[src/core/sadc_map.vh]
// register offsets, field positions, reset values and timing counts of the converter sequencer
`ifndef SADC_MAP_VH
`define SADC_MAP_VH
`define SADC_OFF_CTRL       12'h000
`define SADC_OFF_RESULT     12'h004
`define SADC_OFF_PORTA      12'h008
`define SADC_OFF_PORTA_DIR  12'h00c
`define SADC_OFF_PORTA_OUT  12'h010
`define SADC_BIT_DONE       7
`define SADC_BIT_RC         6
`define SADC_BIT_POWER      5
`define SADC_CH_LSB         0
`define SADC_CH_W           3
`define SADC_CTRL_RESET     8'h00
`define SADC_RESULT_RESET   8'h00
`define SADC_CH_PA4         3'h0
`define SADC_CH_PA5         3'h1
`define SADC_CH_HIGH_REFERENCE       3'h4
`define SADC_CH_VMID        3'h5
`define SADC_CH_VREFL       3'h6
`define SADC_CONV_CYCLES    6'h20
`define SADC_CODE_FULL      8'hff
`define SADC_CODE_ZERO      8'h00
`define SADC_CODE_MID       8'h80
`endif

[src/core/sadc_sar.v]
// successive approximation engine: one sample then eight comparison steps over 32 converter clock ticks
`include "sadc_map.vh"
module sadc_sar (
    input  wire       clk,
    input  wire       rst_n,
    input  wire       start,
    input  wire       abort,
    input  wire       tick,
    input  wire [7:0] sample_in,
    output reg  [7:0] result_q,
    output reg        done_q
);
    reg [5:0] cnt_q;
    reg       busy_q;
    reg [7:0] held_q;
    reg [7:0] trial_q;
    reg [3:0] bit_q;
    wire [7:0] probe = trial_q | (8'h80 >> bit_q[2:0]);

    // -------------------------------------------------------------
    // sequencing
    // -------------------------------------------------------------
    // counter advances only on converter clock ticks; bit steps at every fourth tick
    always @(posedge clk or negedge rst_n) begin
        if (!rst_n) begin
            cnt_q    <= 6'h00;
            busy_q   <= 1'b0;
            held_q   <= 8'h00;
            trial_q  <= 8'h00;
            bit_q    <= 4'h0;
            result_q <= `SADC_RESULT_RESET;
            done_q   <= 1'b0;
        end else begin
            done_q <= 1'b0;
            if (abort) begin
                busy_q <= 1'b0;
                cnt_q  <= 6'h00;
            end else if (start) begin
                busy_q  <= 1'b1;
                cnt_q   <= 6'h00;
                held_q  <= sample_in;
                trial_q <= 8'h00;
                bit_q   <= 4'h0;
            end else if (busy_q && tick) begin
                if (cnt_q[1:0] == 2'h3 && bit_q < 4'h8) begin
                    // compare held input against dac trial, keep bit when not above
                    if (probe <= held_q) trial_q <= probe;
                    bit_q <= bit_q + 4'h1;
                end
                if (cnt_q == `SADC_CONV_CYCLES - 6'h01) begin
                    // restart on the next sample; unread results are simply overwritten
                    // the last trial bit is decided on this same tick, so fold it in here
                    result_q <= (bit_q < 4'h8 && probe <= held_q) ? probe : trial_q;
                    done_q   <= 1'b1;
                    cnt_q    <= 6'h00;
                    held_q   <= sample_in;
                    trial_q  <= 8'h00;
                    bit_q    <= 4'h0;
                end else begin
                    cnt_q <= cnt_q + 6'h01;
                end
            end
        end
    end
endmodule

[src/core/sadc_rcosc.v]
// digital model of the internal rc oscillator: a free divider gated by its enable
module sadc_rcosc #(
    parameter [3:0] DIV = 4'h3
) (
    input  wire clk,
    input  wire rst_n,
    input  wire enable,
    output reg  tick_q
);
    reg [3:0] div_q;

    // -------------------------------------------------------------
    // divider
    // -------------------------------------------------------------
    // held cleared while disabled so the oscillator is truly off
    always @(posedge clk or negedge rst_n) begin
        if (!rst_n) begin
            div_q  <= 4'h0;
            tick_q <= 1'b0;
        end else if (!enable) begin
            div_q  <= 4'h0;
            tick_q <= 1'b0;
        end else if (div_q == DIV) begin
            div_q  <= 4'h0;
            tick_q <= 1'b1;
        end else begin
            div_q  <= div_q + 4'h1;
            tick_q <= 1'b0;
        end
    end
endmodule

[src/core/sadc_top.v]
// converter sequencer top: apb registers, channel mux, port pin override, wait and stop
`include "sadc_map.vh"
module sadc_top #(
    parameter [3:0] RC_DIV = 4'h3
) (
    input  wire        pclk,
    input  wire        presetn,
    input  wire        psel,
    input  wire        penable,
    input  wire        pwrite,
    input  wire [11:0] paddr,
    input  wire [31:0] pwdata,
    output reg  [31:0] prdata,
    output reg         pready,
    output reg         pslverr,
    input  wire [7:0]  ain_pa4,
    input  wire [7:0]  ain_pa5,
    input  wire [7:0]  ain_test,
    input  wire        ain_pa4_over,
    input  wire        ain_pa5_over,
    input  wire [7:0]  port_a_pins,
    input  wire        wait_mode,
    input  wire        stop_mode,
    output reg         power_on_q,
    output reg         rc_on_q
);
    reg  [7:0] ctrl_q;
    reg        done_q;
    reg  [7:0] dir_q;
    reg  [7:0] out_q;
    reg        start_q;
    reg        stop_d1_q;
    reg  [7:0] sample;
    reg  [7:0] porta_rd;
    reg  [31:0] rdata;
    reg        addr_ok;

    wire       power   = ctrl_q[`SADC_BIT_POWER];
    wire       rc_sel  = ctrl_q[`SADC_BIT_RC];
    wire [2:0] channel = ctrl_q[`SADC_CH_LSB +: `SADC_CH_W];
    wire       setup   = psel && !penable;
    wire       access  = psel && penable;
    wire       wr_ctrl = access && pwrite && (paddr == `SADC_OFF_CTRL);
    wire       rd_res  = access && !pwrite && (paddr == `SADC_OFF_RESULT);
    wire       rc_tick;
    wire [7:0] sar_res;
    wire       sar_done;
    wire       active  = power && !stop_mode;
    wire       tick    = rc_sel ? rc_tick : 1'b1;

    // -------------------------------------------------------------
    // analog selection
    // -------------------------------------------------------------
    // saturation of over-range inputs happens here so the engine never sees overflow
    always @* begin
        case (channel)
            `SADC_CH_PA4:   sample = ain_pa4_over ? `SADC_CODE_FULL : ain_pa4;
            `SADC_CH_PA5:   sample = ain_pa5_over ? `SADC_CODE_FULL : ain_pa5;
            `SADC_CH_HIGH_REFERENCE: sample = `SADC_CODE_FULL;
            `SADC_CH_VMID:  sample = `SADC_CODE_MID;
            `SADC_CH_VREFL: sample = `SADC_CODE_ZERO;
            3'h7:           sample = ain_test;
            // reserved codes give an undefined result; zero is as good as any
            default:        sample = `SADC_CODE_ZERO;
        endcase
    end

    // -------------------------------------------------------------
    // port a read path
    // -------------------------------------------------------------
    genvar gi;
    generate
        for (gi = 0; gi < 8; gi = gi + 1) begin : g_pa
            wire analog = power && ((gi == 4 && channel == `SADC_CH_PA4) ||
                                    (gi == 5 && channel == `SADC_CH_PA5));
            always @* begin
                if (dir_q[gi])
                    porta_rd[gi] = out_q[gi];
                else
                    porta_rd[gi] = analog ? 1'b0 : port_a_pins[gi];
            end
        end
    endgenerate

    // -------------------------------------------------------------
    // engines
    // -------------------------------------------------------------
    sadc_rcosc #(
        .DIV    (RC_DIV)
    ) u_rc (
        .clk    (pclk),
        .rst_n  (presetn),
        .enable (rc_sel && !stop_mode),
        .tick_q (rc_tick)
    );

    sadc_sar u_sar (
        .clk       (pclk),
        .rst_n     (presetn),
        .start     (start_q && active),
        .abort     (!active),
        .tick      (tick),
        .sample_in (sample),
        .result_q  (sar_res),
        .done_q    (sar_done)
    );

    // -------------------------------------------------------------
    // registers
    // -------------------------------------------------------------
    // wait mode is deliberately not gated anywhere: the converter keeps going
    always @(posedge pclk or negedge presetn) begin
        if (!presetn) begin
            ctrl_q    <= `SADC_CTRL_RESET;
            done_q    <= 1'b0;
            dir_q     <= 8'h00;
            out_q     <= 8'h00;
            start_q   <= 1'b0;
            stop_d1_q <= 1'b0;
        end else begin
            stop_d1_q <= stop_mode;
            // restart after leaving stop so a powered converter resumes
            start_q <= (wr_ctrl && pwrite) || (stop_d1_q && !stop_mode);
            if (wr_ctrl) begin
                ctrl_q <= {1'b0, pwdata[6:5], 2'b00, pwdata[2:0]};
            end
            if (access && pwrite && paddr == `SADC_OFF_PORTA_DIR) dir_q <= pwdata[7:0];
            if (access && pwrite && paddr == `SADC_OFF_PORTA_OUT) out_q <= pwdata[7:0];
            // a finishing conversion wins over a read clear; control writes and power off always clear
            if (!power || wr_ctrl || start_q)
                done_q <= 1'b0;
            else if (sar_done)
                done_q <= 1'b1;
            else if (rd_res)
                done_q <= 1'b0;
        end
    end

    // -------------------------------------------------------------
    // apb read mux
    // -------------------------------------------------------------
    always @* begin
        addr_ok = 1'b1;
        rdata   = 32'h0000_0000;
        case (paddr)
            `SADC_OFF_CTRL:      rdata = {24'h000000, done_q, rc_sel, power, 2'b00,
                                          channel};
            `SADC_OFF_RESULT:    rdata = {24'h000000, sar_res};
            `SADC_OFF_PORTA:     rdata = {24'h000000, porta_rd};
            `SADC_OFF_PORTA_DIR: rdata = {24'h000000, dir_q};
            `SADC_OFF_PORTA_OUT: rdata = {24'h000000, out_q};
            default:             addr_ok = 1'b0;
        endcase
    end

    // -------------------------------------------------------------
    // apb answer: no wait state, data registered at setup
    // -------------------------------------------------------------
    always @(posedge pclk or negedge presetn) begin
        if (!presetn) begin
            prdata     <= 32'h0000_0000;
            pready     <= 1'b0;
            pslverr    <= 1'b0;
            power_on_q <= 1'b0;
            rc_on_q    <= 1'b0;
        end else begin
            power_on_q <= active;
            rc_on_q    <= rc_sel && !stop_mode;
            pready     <= setup;
            if (setup) begin
                prdata  <= pwrite ? 32'h0000_0000 : rdata;
                pslverr <= !addr_ok;
            end else begin
                pslverr <= 1'b0;
            end
        end
    end
endmodule

[config.mk]
export PLATFORM = sky130hd
export DESIGN_NAME = sadc_top
export DESIGN_NICKNAME = d
export VERILOG_FILES = /design/src/core/sadc_sar.v /design/src/core/sadc_rcosc.v /design/src/core/sadc_top.v
export VERILOG_INCLUDE_DIRS = /design/src /design/src/core
export SDC_FILE = /design/constraint.sdc
export NUM_CORES = 1
export LEC_CHECK = 0
export ABC_AREA = 0
export BUFFER_PORTS_ARGS = -buffer_cell sky130_fd_sc_hd__buf_2
export CORE_MARGIN = 2
export CORE_UTILIZATION = 50
export CTS_CLUSTER_DIAMETER = 30
export DETAILED_ROUTE_END_ITERATION = 8
export PLACE_DENSITY = 0.86
export SYNTH_ARGS = -nofsm -noshare
export SYNTH_HDL_FRONTEND = slang
export SYNTH_SLANG_ARGS = --single-unit
[constraint.sdc]
create_clock -name pclk -period 2.99 [get_ports pclk]
set_clock_uncertainty 0.15 [all_clocks]
set_input_delay 0.4485 -clock pclk [delete_from_list [all_inputs] [get_ports pclk]]
set_output_delay 0.4485 -clock pclk [all_outputs]
set_load 0.05 [all_outputs]
# After elaboration in Yosys (flattened, before gate mapping)
# Cells that the tools add are included.
# W data, S select, Z words.
# totals
ff_bits	101
latch_bits	0
ram_bits	0
mem_bits_ro	0
in_bits	85
output_inout_bits	36
wordCells	127
mem_count	0
# op_classes
add_sub_neg	3
mul	0
div	0
n_lt_le_gt_ge	2
eq_ne	13
n_shift	1
n_mux	48
bitwise_logic	2
n_reduce_logical	38
# ops
operator	count
$mux W8	11
$pmux W8 S5	2
$mux W32	1
$eq A12 B4 Y1 const B	2
$mux W1	24
$mux W4	6
$mux W6	4
$logic_and A1 B1 Y1	18
$eq A12 B3 Y1 const B	1
$eq A12 B5 Y1 const B	1
$logic_not A12 Y1	1
$eq A3 B3 Y1 const B	3
$reduce_bool A3 Y1	3
$add A4 B1 Y4 const B	2
$le A8 B8 Y1	1
$or A8 B8 Y8	1
$reduce_and A4 Y1	2
$shr A8 B3 Y8 const A	1
$add A6 B1 Y6 const B	1
$eq A6 B5 Y1 const B	1
$reduce_and A3 Y1	2
$logic_not A1 Y1	5
$reduce_or A5 Y1	1
$eq A4 B2 Y1 const B	1
other kinds (9)	12

# Longest topological paths before layout
# Gate-level depths: netlist of the first run.
# depth
word_depth	8
depth_mapped	12
mapped_depth_nobuf	10

# By module
# A second synthesis of the first run with hierarchy kept.
# unflattened
hier_cells	480
hier_area_um2	4578.1
# by_module_without_submodules
module	instances	cells_each	area_per_inst_um2
sadc_top	1	256	2362.3
sadc_sar	1	208	2001.9
sadc_rcosc	1	16	214.0

# Worst setup path after synthesis of the first run
# Ideal clock, no wire load.
# synth_timing
path_type	reg2reg
from	reg u_sar.bit_q[0]
to	reg u_sar.trial_q[0]
setup_time_ps	101
arrival_ps	2284
slack_ps	456
stages_incl_launch_ff	13
path_buffers	2
synth_period_minus_slack_ps	2534
path_cell_list	dfrtp_1 > inv_1 > ha_1 > a21oi_1 > inv_1 > ha_1 > nor2b_1 > o211ai_1 > a211o_1 > buf_2 > and3_1 > buf_6 > o32ai_1
# synth_between
elab_chain_len	7
elab_cells_between_ends	13
cone_classes	order compare: 2; shift: 1; mux: 5; bitwise: 1; reduce/logical: 4
# synth_rtl
element	line	rtl
from (decl)	sadc_sar.v:17	reg [3:0] bit_q;
from (signal assigned)	sadc_sar.v:48	bit_q <= bit_q + 4'h1;
parallel branches: the longest is 7 deep, another holds $le A8 B8 Y1	n/a	
to (signal assigned)	sadc_sar.v:47	if (probe <= held_q) trial_q <= probe;
to (decl)	sadc_sar.v:16	reg [7:0] trial_q;
# Parallel ways; which one is timed is not known. The select of a mux whose other input is x is not followed.
# A chain may end at the register's enable or synchronous reset.

# Worst setup path in the final report of the first run
# Ends and elaborated chain as after synthesis.

==> reports/metrics.csv, run 1 <==
stage;metric;value;unit
clocking;cts_setup_buffers;0;
critical_path;cp-start-kind;flip-flop;
routing;viasPerCell;5.867;
timing;worst_slew_pin_slew;937.8;ps
critical_path;cp_top_family;compound AO/OA/AOI/OAI gates;
synth;synth_area;4355;µm²
timing;period_share;96.56;%
synth;syn_inst;444;
power_and_ir_drop;leakage;2.416;nW
routing;first_pass_iters;5;
synth;synth_area_leaders;dfrtp_1 (44%), mux2_2 (5.4%), ha_1 (4.6%);
worst_hold_path;hp-class;in -> reg;
synth;synth_commonest_cells;dfrtp_1 (77), nor2_1 (44), a21oi_1 (39);
synth;synth_top_area_cell;dfrtp_1;
synth;synth_edf_count;0;
job;cap_violations;0;
placed_design;dp_cells;608;
synth;synth_top_flop_cell;dfrtp_1;
synth;synthXorXnorAreaFrac;0.6033;%
clocking;cts.repair.resized;0;
finish;fillers;718;
finish;stdcell_count;624;
finish;antenna_cells;0;
timing;timing.hold.ws;73.66;ps
critical_path;slowest_stage;a211o_2;
floorplan;start_util;50.68;%
global_route;grt_max_degree;78;
synth;synth_mux_area_share;8.503;%
synth;synthMostInstantiatedCell;dfrtp_1;
floorplan;rows;34;
timing;finalMaxSlewViolations;0;
clocking;clkTransAtPathRegs;80;ps
power_and_ir_drop;vdd_drop_max;188.6;µV
floorplan;coreArea;8593;µm²
placed_design;dpl.hpwl;6.996;mm
synth;synth_warnings;0;
finish;synthToLayoutAreaGrowth;12.84;%
critical_path;path_max_fanout;10;
routing;ant_nets;0;
timing;relSlewSlack;37.48;%
floorplan;die_h;97.33;µm
timing;hold_violations;0;
critical_path;critPathKind;reg -> reg;
synth;synth-adder-area-share;4.596;%
critical_path;cp.depth;9;
clocking;cts_buffers;9;
global_route;overflow;0;
critical_path;worstPathArrival;2990;ps
global_route;grt_antenna_before_repair;0;
critical_path;critical_path.max_stage_delay;450;ps
finish;fin_nets;612;
clocking;hold_buffers;0;
finish;final_layout_size_suffix_gt1_share;24.81;%
clocking;clk-insertion-delay-late;360;ps
synth;synth_cell_types;60;
synth;synth-simple-area-share;16.35;%
finish;multiInputGateArea;2126;µm²
synth;synth_compound_area_share;16.66;%
timing;fmax;0.3464;GHz
global_route;grt_usage;21.22;%
worst_hold_path;hold_depth;1;
synth;yosysSeqAreaShare;44.24;%
routing;vias;3661;
critical_path;reg2reg_depth;9;
global_route;grt_pass1_wl;16.55;mm
synth;synth_top_family_by_area;compound AO/OA/AOI/OAI gates;
timing;fin_tns_setup;0;ps
synth;ys_ff_latch;77;
clocking;cts_buffer_depth;2;
placed_design;io_buffers;71;
synth;syn_area_per_cell;9.810;µm²
run_status;outcome;finished, final reports clean;
timing;min_period;2887;ps
clocking;cts_root_buffer;clkbuf_8;
critical_path;critPathRequiredTime;3090;ps
timing;setup-violations-final;0;
synth;synthArstFlopShare;100.0;%
global_route;first_global_vias;3526;
routing;wl;9.820;mm
floorplan;boundaryPins;121;
power_and_ir_drop;p_per_area;432.2;nW/µm²
routing;drc;0;
critical_path;critPathBufInv;2;
floorplan;die_x;97.33;µm
timing;rsz0062_at_grt;yes;
floorplan;dieArea;9473;µm²
synth;synth_top_cell_area_share;44.24;%
finish;register_area;1928;µm²
clocking;cts_tree;yes;
critical_path;crit_path_end_kind;flip-flop;
placed_design;place_congestion;0.8230;
clocking;htree_levels;3;
critical_path;crit_chain;inv_1 -> ha_1 -> a21oi_1 -> inv_1 -> ha_1 -> nand4_1 -> a211o_2 -> and3_1 -> o32ai_1;
routing;drt-wirelength-per-cell;15.74;µm
routing;drt_iter0_drc;209;
clocking;cts_sinks;77;
==> registers in the layout, summed over array words and instances (netlist names) <==
signal          count
dir_q               8
u_rc.div_q          4
prdata              8
rc_on_q             1
done_q              1
start_q             1
u_sar.held_q        8
u_sar.cnt_q         6
u_sar.result_q      8
u_rc.tick_q         1
power_on_q          1
u_sar.done_q        1
pslverr             1
ctrl_q              5
u_sar.busy_q        1
u_sar.bit_q         4
u_sar.trial_q       8
stop_d1_q           1
out_q               8
pready              1
==> cell usage in the layout (no fill, tap or decap), types with 10 or more instances in the layout <==
master / instances
clkbuf_8: 10
nor2_1: 44
a21oi_1: 39
nand3_1: 10
conb_1: 24
nor2b_1: 11
dfrtp_1: 76
mux2_2: 21
o21ai_0: 23
ha_1: 16
nand2_1: 22
buf_2: 70
inv_1: 32
==> path summary, 6_finish.rpt <==
kind,from,endpoint,slack (ps)
max,u_sar.bit_q[0],u_sar.trial_q[0],100
min,stop_mode,stop_d1_q,70
max reg2reg,u_sar.bit_q[0],u_sar.trial_q[0],100
min reg2reg,stop_d1_q,start_q,320
max in group asynchronous,presetn,u_sar.bit_q[2],1940
min in group asynchronous,presetn,out_q[3],80
==> metal layers <==
metal  wire length [µm]  global-route usage, %
met1               4054                  26.66
met2               4961                  36.81
met3                627                  4.029
met4                177                  7.479
met5                  0                      0
==> through the flow <==
step	util [%]	total power, mW	area (µm²)	setup slack, ps
3_3_place_gp	54.54	1.257	4687	265.8
4_1_cts	57.16	2.135	4912	133.3
5_1_grt	57.19	2.192	4915	-47.85
3_5_place_dp	54.54	1.261	4687	184.0
6_report	57.19	2.124	4915	102.8
2_1_floorplan	-	1.210	4442	455.5
==> report_power, final <==
part | internal, mW | switching (mW) | total (mW) | leakage, nW
Combinational | 0.0515 | 0.144 | 0.195 | 1.29
Clock | 0.494 | 0.388 | 0.883 | 0.106
Sequential | 1.04 | 0.00236 | 1.05 | 1.02
Total | 1.59 | 0.534 | 2.12 | 2.42
==> logic make-up after synthesis <==
family,Yosys count
other,1
buffers and inverters,73
AOI/OAI and AO/OA,114
adders and majority gates,16
xor gates and xnor gates,3
muxes,28
DFF,77
and+or+nand+nor,132
==> cell type report <==
class | instances | share of cell area [%]
Inverter | 32 | 2.444
Timing Repair Buffer | 74 | 7.739
Multi-Input combinational cell | 317 | 43.25
Clock inverter | 5 | 1.706
Tap cell | 108 | 2.750
Clock buffer | 11 | 2.877
Sequential cell | 77 | 39.23
No activity file was read; power rests on OpenSTA's default activity.
==> run 2: changes to the inputs <==
PLACE_DENSITY = 0.85   (was 0.86)
SYNTH_HIERARCHICAL = 1   (was not set)
==> run 2 against run 1 <==
  * Register-to-register slack improved by 110 ps
  * Design area grew 4.0%
  * Power grew 0.25%
  * Non-clock buffer count is 2 lower
  * Synthesized area grew 5.1%
  * Combinational power increased by 11%
  * Core utilization grew 0.86 points
  * Critical path type unchanged
==> reports/metrics.csv, run 2 <==
stage;metric;value;unit;change
floorplan;die_x;99.69;µm;+2.4%
clocking;clkTransAtPathRegs;80;ps;about the same
critical_path;cp_top_family;compound AO/OA/AOI/OAI gates;;
synth;synth_cell_types;61;;+1.7%
routing;vias;3752;;+2.5%
routing;wl;10.74;mm;+9.3%
synth;synth_compound_area_share;16.23;%;-0.43 points
timing;setup-violations-final;0;;unchanged
synth;synth_edf_count;0;;unchanged
power_and_ir_drop;fin_total_pwr;2.129;mW;+0.25%
job;cap_violations;0;;unchanged
global_route;grt_antenna_before_repair;0;;unchanged
floorplan;die_h;99.69;µm;+2.4%
timing;relSlewSlack;13.47;%;-24 points
clocking;cts_buffers;9;;unchanged
global_route;first_global_vias;3737;;+6.0%
routing;viasPerCell;5.685;;-3.1%
synth;synthMostInstantiatedCell;dfrtp_1;;
finish;fin_util;58.06;%;+0.86 points
synth;synth_commonest_cells;dfrtp_1 (77), nand2_1 (46), o21ai_0 (42);;
placed_design;io_buffers;71;;unchanged
synth;syn_area_per_cell;9.538;µm²;-2.8%
timing;setup_slack;217.4;ps;+114.6 ps
synth;synthArstFlopShare;100.0;%;unchanged
finish;final_layout_size_suffix_gt1_share;24.64;%;-0.17 points
routing;drt-wirelength-per-cell;16.27;µm;+3.4%
power_and_ir_drop;vdd_drop_max;313.3;µV;+66%
finish;stdcell_count;660;;+5.8%
finish;synthToLayoutAreaGrowth;11.67;%;
critical_path;crit_path_end_kind;flip-flop;;
placed_design;dpl.hpwl;8.085;mm;+16%
routing;drc;0;;unchanged
finish;final_cell_mix;dfrtp_1 (77), buf_2 (70), nand2_1 (46), o21ai_0 (42), a21oi_1 (40);;
timing;worst_slew_pin_slew;1284;ps;+346.5 ps
critical_path;crit_chain;inv_1 -> ha_1 -> a21oi_1 -> inv_1 -> ha_1 -> nand4_1 -> o21ai_1 -> and2_1 -> o221ai_1;;
routing;first_pass_iters;4;;-1
timing;timing.hold.ws;78.43;ps;+4.769 ps
synth;synth_area_leaders;dfrtp_1 (42%), mux2_2 (4.9%), o21ai_0 (4.6%);;
synth;syn_inst;480;;+8.1%
clocking;clk-insertion-delay-late;360;ps;about the same
clocking;cts_tree;yes;;
synth;synth-simple-area-share;18.99;%;+2.6 points
synth;synth_top_flop_cell;dfrtp_1;;
placed_design;dp_slack;228.7;ps;+44.74 ps
synth;synth_area;4578;µm²;+5.1%
timing;finalMaxSlewViolations;0;;unchanged
global_route;overflow;0;;unchanged
global_route;grt_max_degree;78;;unchanged
synth;synth_mux_area_share;9.729;%;+1.2 points
timing;rsz0062_at_grt;yes;;
synth;synth_warnings;6;;+6
critical_path;critPathBufInv;2;;unchanged
critical_path;slowest_stage;dfrtp_1;;
critical_path;cp-start-kind;flip-flop;;
clocking;cts_buffer_depth;2;;unchanged
routing;ant_nets;0;;unchanged
power_and_ir_drop;p_per_area;416.5;nW/µm²;-3.6%
routing;drt_iter0_drc;300;;+44%
critical_path;critical_path.max_stage_delay;440;ps;about the same
critical_path;critPathKind;reg -> reg;;
floorplan;coreArea;8806;µm²;+2.5%
synth;synth_top_area_cell;dfrtp_1;;
floorplan;boundaryPins;121;;unchanged
run_status;outcome;finished, final reports clean;;
placed_design;place_congestion;0.9160;;+11%
synth;synth-adder-area-share;4.373;%;-0.22 points
finish;layout_commonest_cell;dfrtp_1;;
finish;fillers;754;;+5.0%
clocking;cts.repair.resized;0;;unchanged
clocking;cts_root_buffer;clkbuf_8;;
critical_path;critPathRequiredTime;3050;ps;-40 ps
floorplan;dieArea;9938;µm²;+4.9%
timing;min_period;2773;ps;-114.6 ps
timing;fmax;0.3607;GHz;+4.1%
synth;yosysSeqAreaShare;42.09;%;-2.2 points
finish;antenna_cells;0;;unchanged
timing;period_share;92.73;%;-3.8 points
worst_hold_path;hp-class;in -> async;;
timing;hold_violations;0;;unchanged
finish;fin_nets;649;;+6.0%
synth;synth_top_family_by_area;simple AND/OR/NAND/NOR gates;;
power_and_ir_drop;leakage;2.457;nW;+1.7%
global_route;grt_usage;22.85;%;+1.6 points
critical_path;path_max_fanout;8;;-2
floorplan;start_util;51.99;%;+1.3 points
critical_path;worstPathArrival;2830;ps;-160 ps
placed_design;dp_cells;645;;+6.1%
global_route;grt_pass1_wl;17.93;mm;+8.3%
synth;ys_ff_latch;77;;unchanged
clocking;htree_levels;3;;unchanged
synth;synthXorXnorAreaFrac;0.3826;%;-0.22 points
synth;synth_top_cell_area_share;42.09;%;-2.2 points
clocking;cts_sinks;77;;unchanged
floorplan;rows;34;;unchanged
==> run 2: cell types whose count changed in the layout (fill, tap and decap cells not counted), sizes merged, moves of 6 or more <==
cell    before  now
o221ai       0    8
mux2i        1    7
nand2       23   47
mux2        22   30
nand3       12   18
o21ai       25   45
==> run 2: power by group <==
group | leakage [nW] | internal [mW] | total (mW) | switching (mW)
clock | 0.103 | 0.470 | 0.861 | 0.391
sequential | 1.07 | 1.05 | 1.05 | 0.00431
combinational | 1.29 | 0.0507 | 0.216 | 0.165
total | 2.46 | 1.57 | 2.13 | 0.560
==> run 2: layer usage <==
layer | routed length, µm | global-route usage, %
met5 | 0 | 0
met1 | 4520 | 29.40
met3 | 697 | 4.427
met2 | 5317 | 38.46
met4 | 202 | 8.325
==> run 2: repair_timing <==
item,4_1_cts,5_1_grt
setup endpoints to repair,0,13
hold buffers,0,0
setup buffers,0,0
==> run 2: through the flow <==
stage                     area (µm²)  TNS [ps]
after floorplan                 4664         0
after global placement          4900         0
after detailed placement        4900         0
after CTS                       5112         0
after global routing            5112    -440.4
final                           5112         0
==> run 2: cells by family after synthesis <==
logic type,after synthesis
other,1
AOI/OAI and AO/OA,124
xor gates and xnor gates,2
adders and majority gates,16
and+or+nand+nor,158
DFF,77
muxes,37
buffers and inverters,65
==> run 2: layout make-up <==
class	instances	area [µm²]	area share [%]
Clock buffer	10	127.6	2.496
Clock inverter	5	85.08	1.664
Inverter	27	106.4	2.080
Multi-Input combinational cell	361	2366	46.28
Sequential cell	77	1927	37.69
Tap cell	108	135.1	2.643
Timing Repair Buffer	72	365.4	7.146
==> run 2: path summary, 6_finish.rpt <==
path / from / to / slack [ps] / depth (start not counted)
hold / removal: presetn / u_rc/div_q[2] / 80 / 1
setup reg to reg: u_sar/bit_q[0] / u_sar/trial_q[3] / 220 / 9
hold reg to reg: stop_d1_q / start_q / 320 / 1
max in group asynchronous: presetn / u_sar/done_q / 1970 / 1
min in group pclk: stop_mode / stop_d1_q / 80 / 1
setup / recovery: u_sar/bit_q[0] / u_sar/trial_q[3] / 220 / 9
==> run 3: changes to the inputs <==
CORE_MARGIN = not set   (was 2)
PLACE_DENSITY = not set   (was 0.85)
PLACE_DENSITY_LB_ADDON = 0.25   (was not set)
==> run 3 against run 2 <==
  * The flow now finishes with violations (design-rule violations)
  * Sequential share of layout area fell by 0.17 points
  * Non-clock buffer count rose by 1
  * Sequential cell count did not move
  * Core utilization rose by 0.27 points
  * Design area rose by 0.47%
  * Combinational power barely moved
  * Critical endpoint is now u_sar/trial_q[4]
==> reports/metrics.csv, run 3 (same netlist as run 2, synthesis figures left out) <==
stage;metric;value;unit;change
global_route;use_met2;37.15;%;-1.3 points
clocking;hold_buffers;0;;unchanged
floorplan;start_util;51.99;%;unchanged
timing;period_share;92.29;%;-0.44 points
finish;synthToLayoutAreaGrowth;12.19;%;
global_route;grt_max_degree;78;;unchanged
finish;antenna_cells;0;;unchanged
routing;drc;20;;+20
global_route;grt_pass1_wl;17.33;mm;-3.4%
floorplan;die_h;97.69;µm;-2.0%
finish;final_layout_size_suffix_gt1_share;25.09;%;+0.45 points
timing;timing.hold.ws;76.58;ps;-1.848 ps
worst_hold_path;hp-class;in -> async;;
routing;drt_iter0_drc;253;;-16%
job;cap_violations;0;;unchanged
placed_design;place_congestion;0.8927;;-2.5%
global_route;grt_antenna_before_repair;0;;unchanged
floorplan;dieArea;9543;µm²;-4.0%
placed_design;dp_cells;646;;+0.16%
global_route;globalRouteMet3Util;5.468;%;+1.0 points
clocking;cts_buffer_depth;2;;unchanged
routing;vias;3749;;-0.080%
timing;relSlewSlack;20.00;%;+6.5 points
power_and_ir_drop;fin_total_pwr;2.187;mW;+2.7%
clocking;cts_root_buffer;clkbuf_8;;
routing;first_pass_iters;7;;+3
clocking;cts_buffers;9;;unchanged
clocking;cts_setup_buffers;0;;unchanged
clocking;htree_levels;3;;unchanged
global_route;first_global_vias;3571;;-4.4%
global_route;grt_usage;22.98;%;+0.13 points
timing;min_period;2759;ps;-13.22 ps
timing;fin_tns_setup;0;ps;unchanged
timing;finalMaxSlewViolations;0;;unchanged
run_status;outcome;complete, but fails checks;;
critical_path;worstPathArrival;2830;ps;about the same
routing;wl;10.19;mm;-5.1%
clocking;cts.repair.resized;0;;unchanged
clocking;cts_sinks;77;;unchanged
placed_design;place_area;4907;µm²;+0.15%
timing;setup-violations-final;0;;unchanged
critical_path;cp-start-kind;flip-flop;;
clocking;cts_tree;yes;;
finish;fillers;809;;+7.3%
critical_path;critPathRequiredTime;3060;ps;about the same
timing;rsz0062_at_grt;no;;
routing;drt-wirelength-per-cell;15.39;µm;-5.4%
timing;fmax;0.3624;GHz;+0.48%
finish;register_area;1927;µm²;unchanged
floorplan;rows;34;;unchanged
timing;worst_slew_pin_slew;1187;ps;-96.89 ps
routing;viasPerCell;5.663;;-0.38%
critical_path;path_max_fanout;8;;unchanged
global_route;use_met1;29.70;%;+0.30 points
finish;fin_area;5136;µm²;+0.47%
finish;layout_commonest_cell;dfrtp_1;;
finish;stdcell_count;662;;+0.30%
placed_design;io_buffers;71;;unchanged
floorplan;boundaryPins;121;;unchanged
power_and_ir_drop;vdd_drop_max;204.6;µV;-35%
run_status;violations;design-rule violations;;
floorplan;coreArea;8806;µm²;unchanged
critical_path;crit_path_end_kind;flip-flop;;
timing;hold_violations;0;;unchanged
finish;multiInputGateArea;2366;µm²;unchanged
finish;final_cell_mix;dfrtp_1 (77), buf_2 (70), nand2_1 (46), o21ai_0 (42), a21oi_1 (40);;
power_and_ir_drop;leakage;2.471;nW;+0.57%
routing;ant_nets;0;;unchanged
global_route;top_usage_layer;met2;;
critical_path;critPathKind;reg -> reg;;
finish;fin_nets;650;;+0.15%
placed_design;dpl.hpwl;7.630;mm;-5.6%
clocking;clkTransAtPathRegs;90;ps;about the same
global_route;overflow;0;;unchanged
clocking;clk-insertion-delay-late;360;ps;about the same
power_and_ir_drop;p_per_area;425.8;nW/µm²;+2.2%
floorplan;die_x;97.69;µm;-2.0%
==> run 3: power by group <==
| group | leakage (nW) | switching, mW | internal [mW] |
|---|---|---|---|
| combinational | 1.29 | 0.164 | 0.0507 |
| clock | 0.113 | 0.436 | 0.485 |
| sequential | 1.07 | 0.00349 | 1.05 |
==> run 3: routing by layer <==
layer / part of all wire (%) / vias up
met4: 2.3 / 0
met5: 0 / -
li1: - / 1810
met2: 46 / 121
met3: 5.6 / 16
met1: 46 / 1802
==> run 3: area by class of cell <==
| cell class | instances | share of cell area (%) |
|---|---|---|
| multi-input cells | 361 | 46.07 |
| flip-flops and latches | 77 | 37.52 |
| repair buffers | 73 | 7.259 |
| well taps | 108 | 2.631 |
| clock buffers | 9 | 2.412 |
| inverters | 27 | 2.071 |
| clock inverters | 7 | 2.046 |
==> run 3: metrics by stage <==
stage,utilization (%),setup WS (ps)
detailed placement,55.73,277.2
floorplan,-,632.5
finish,58.33,230.6
CTS,58.33,268.4
global placement,55.73,319.1
global route,58.33,11.36
==> run 3: worst paths after layout <==
| check | end | slack, ps | depth (start not counted) | startpoint |
|---|---|---|---|---|
| worst min-delay path | u_sar/cnt_q[0] | 80 | 1 | presetn |
| max in group asynchronous | u_sar/held_q[4] | 1990 | 1 | presetn |
| worst max register to register | u_sar/trial_q[4] | 230 | 10 | u_sar/bit_q[0] |
| min in group pclk | stop_d1_q | 80 | 1 | stop_mode |
| worst min register to register | done_q | 280 | 1 | start_q |
| worst max-delay path | u_sar/trial_q[4] | 230 | 10 | u_sar/bit_q[0] |
==> run 3: worst max-delay path, cell delays in order, from the launching register on <==
cell      delay [ps]
dfrtp_1          410
inv_1            100
ha_1             230
a21oi_1          300
inv_1             90
ha_1             290
nor2b_1          130
o211ai_1         170
a211o_1          240
and2_1           350
o221ai_1         170
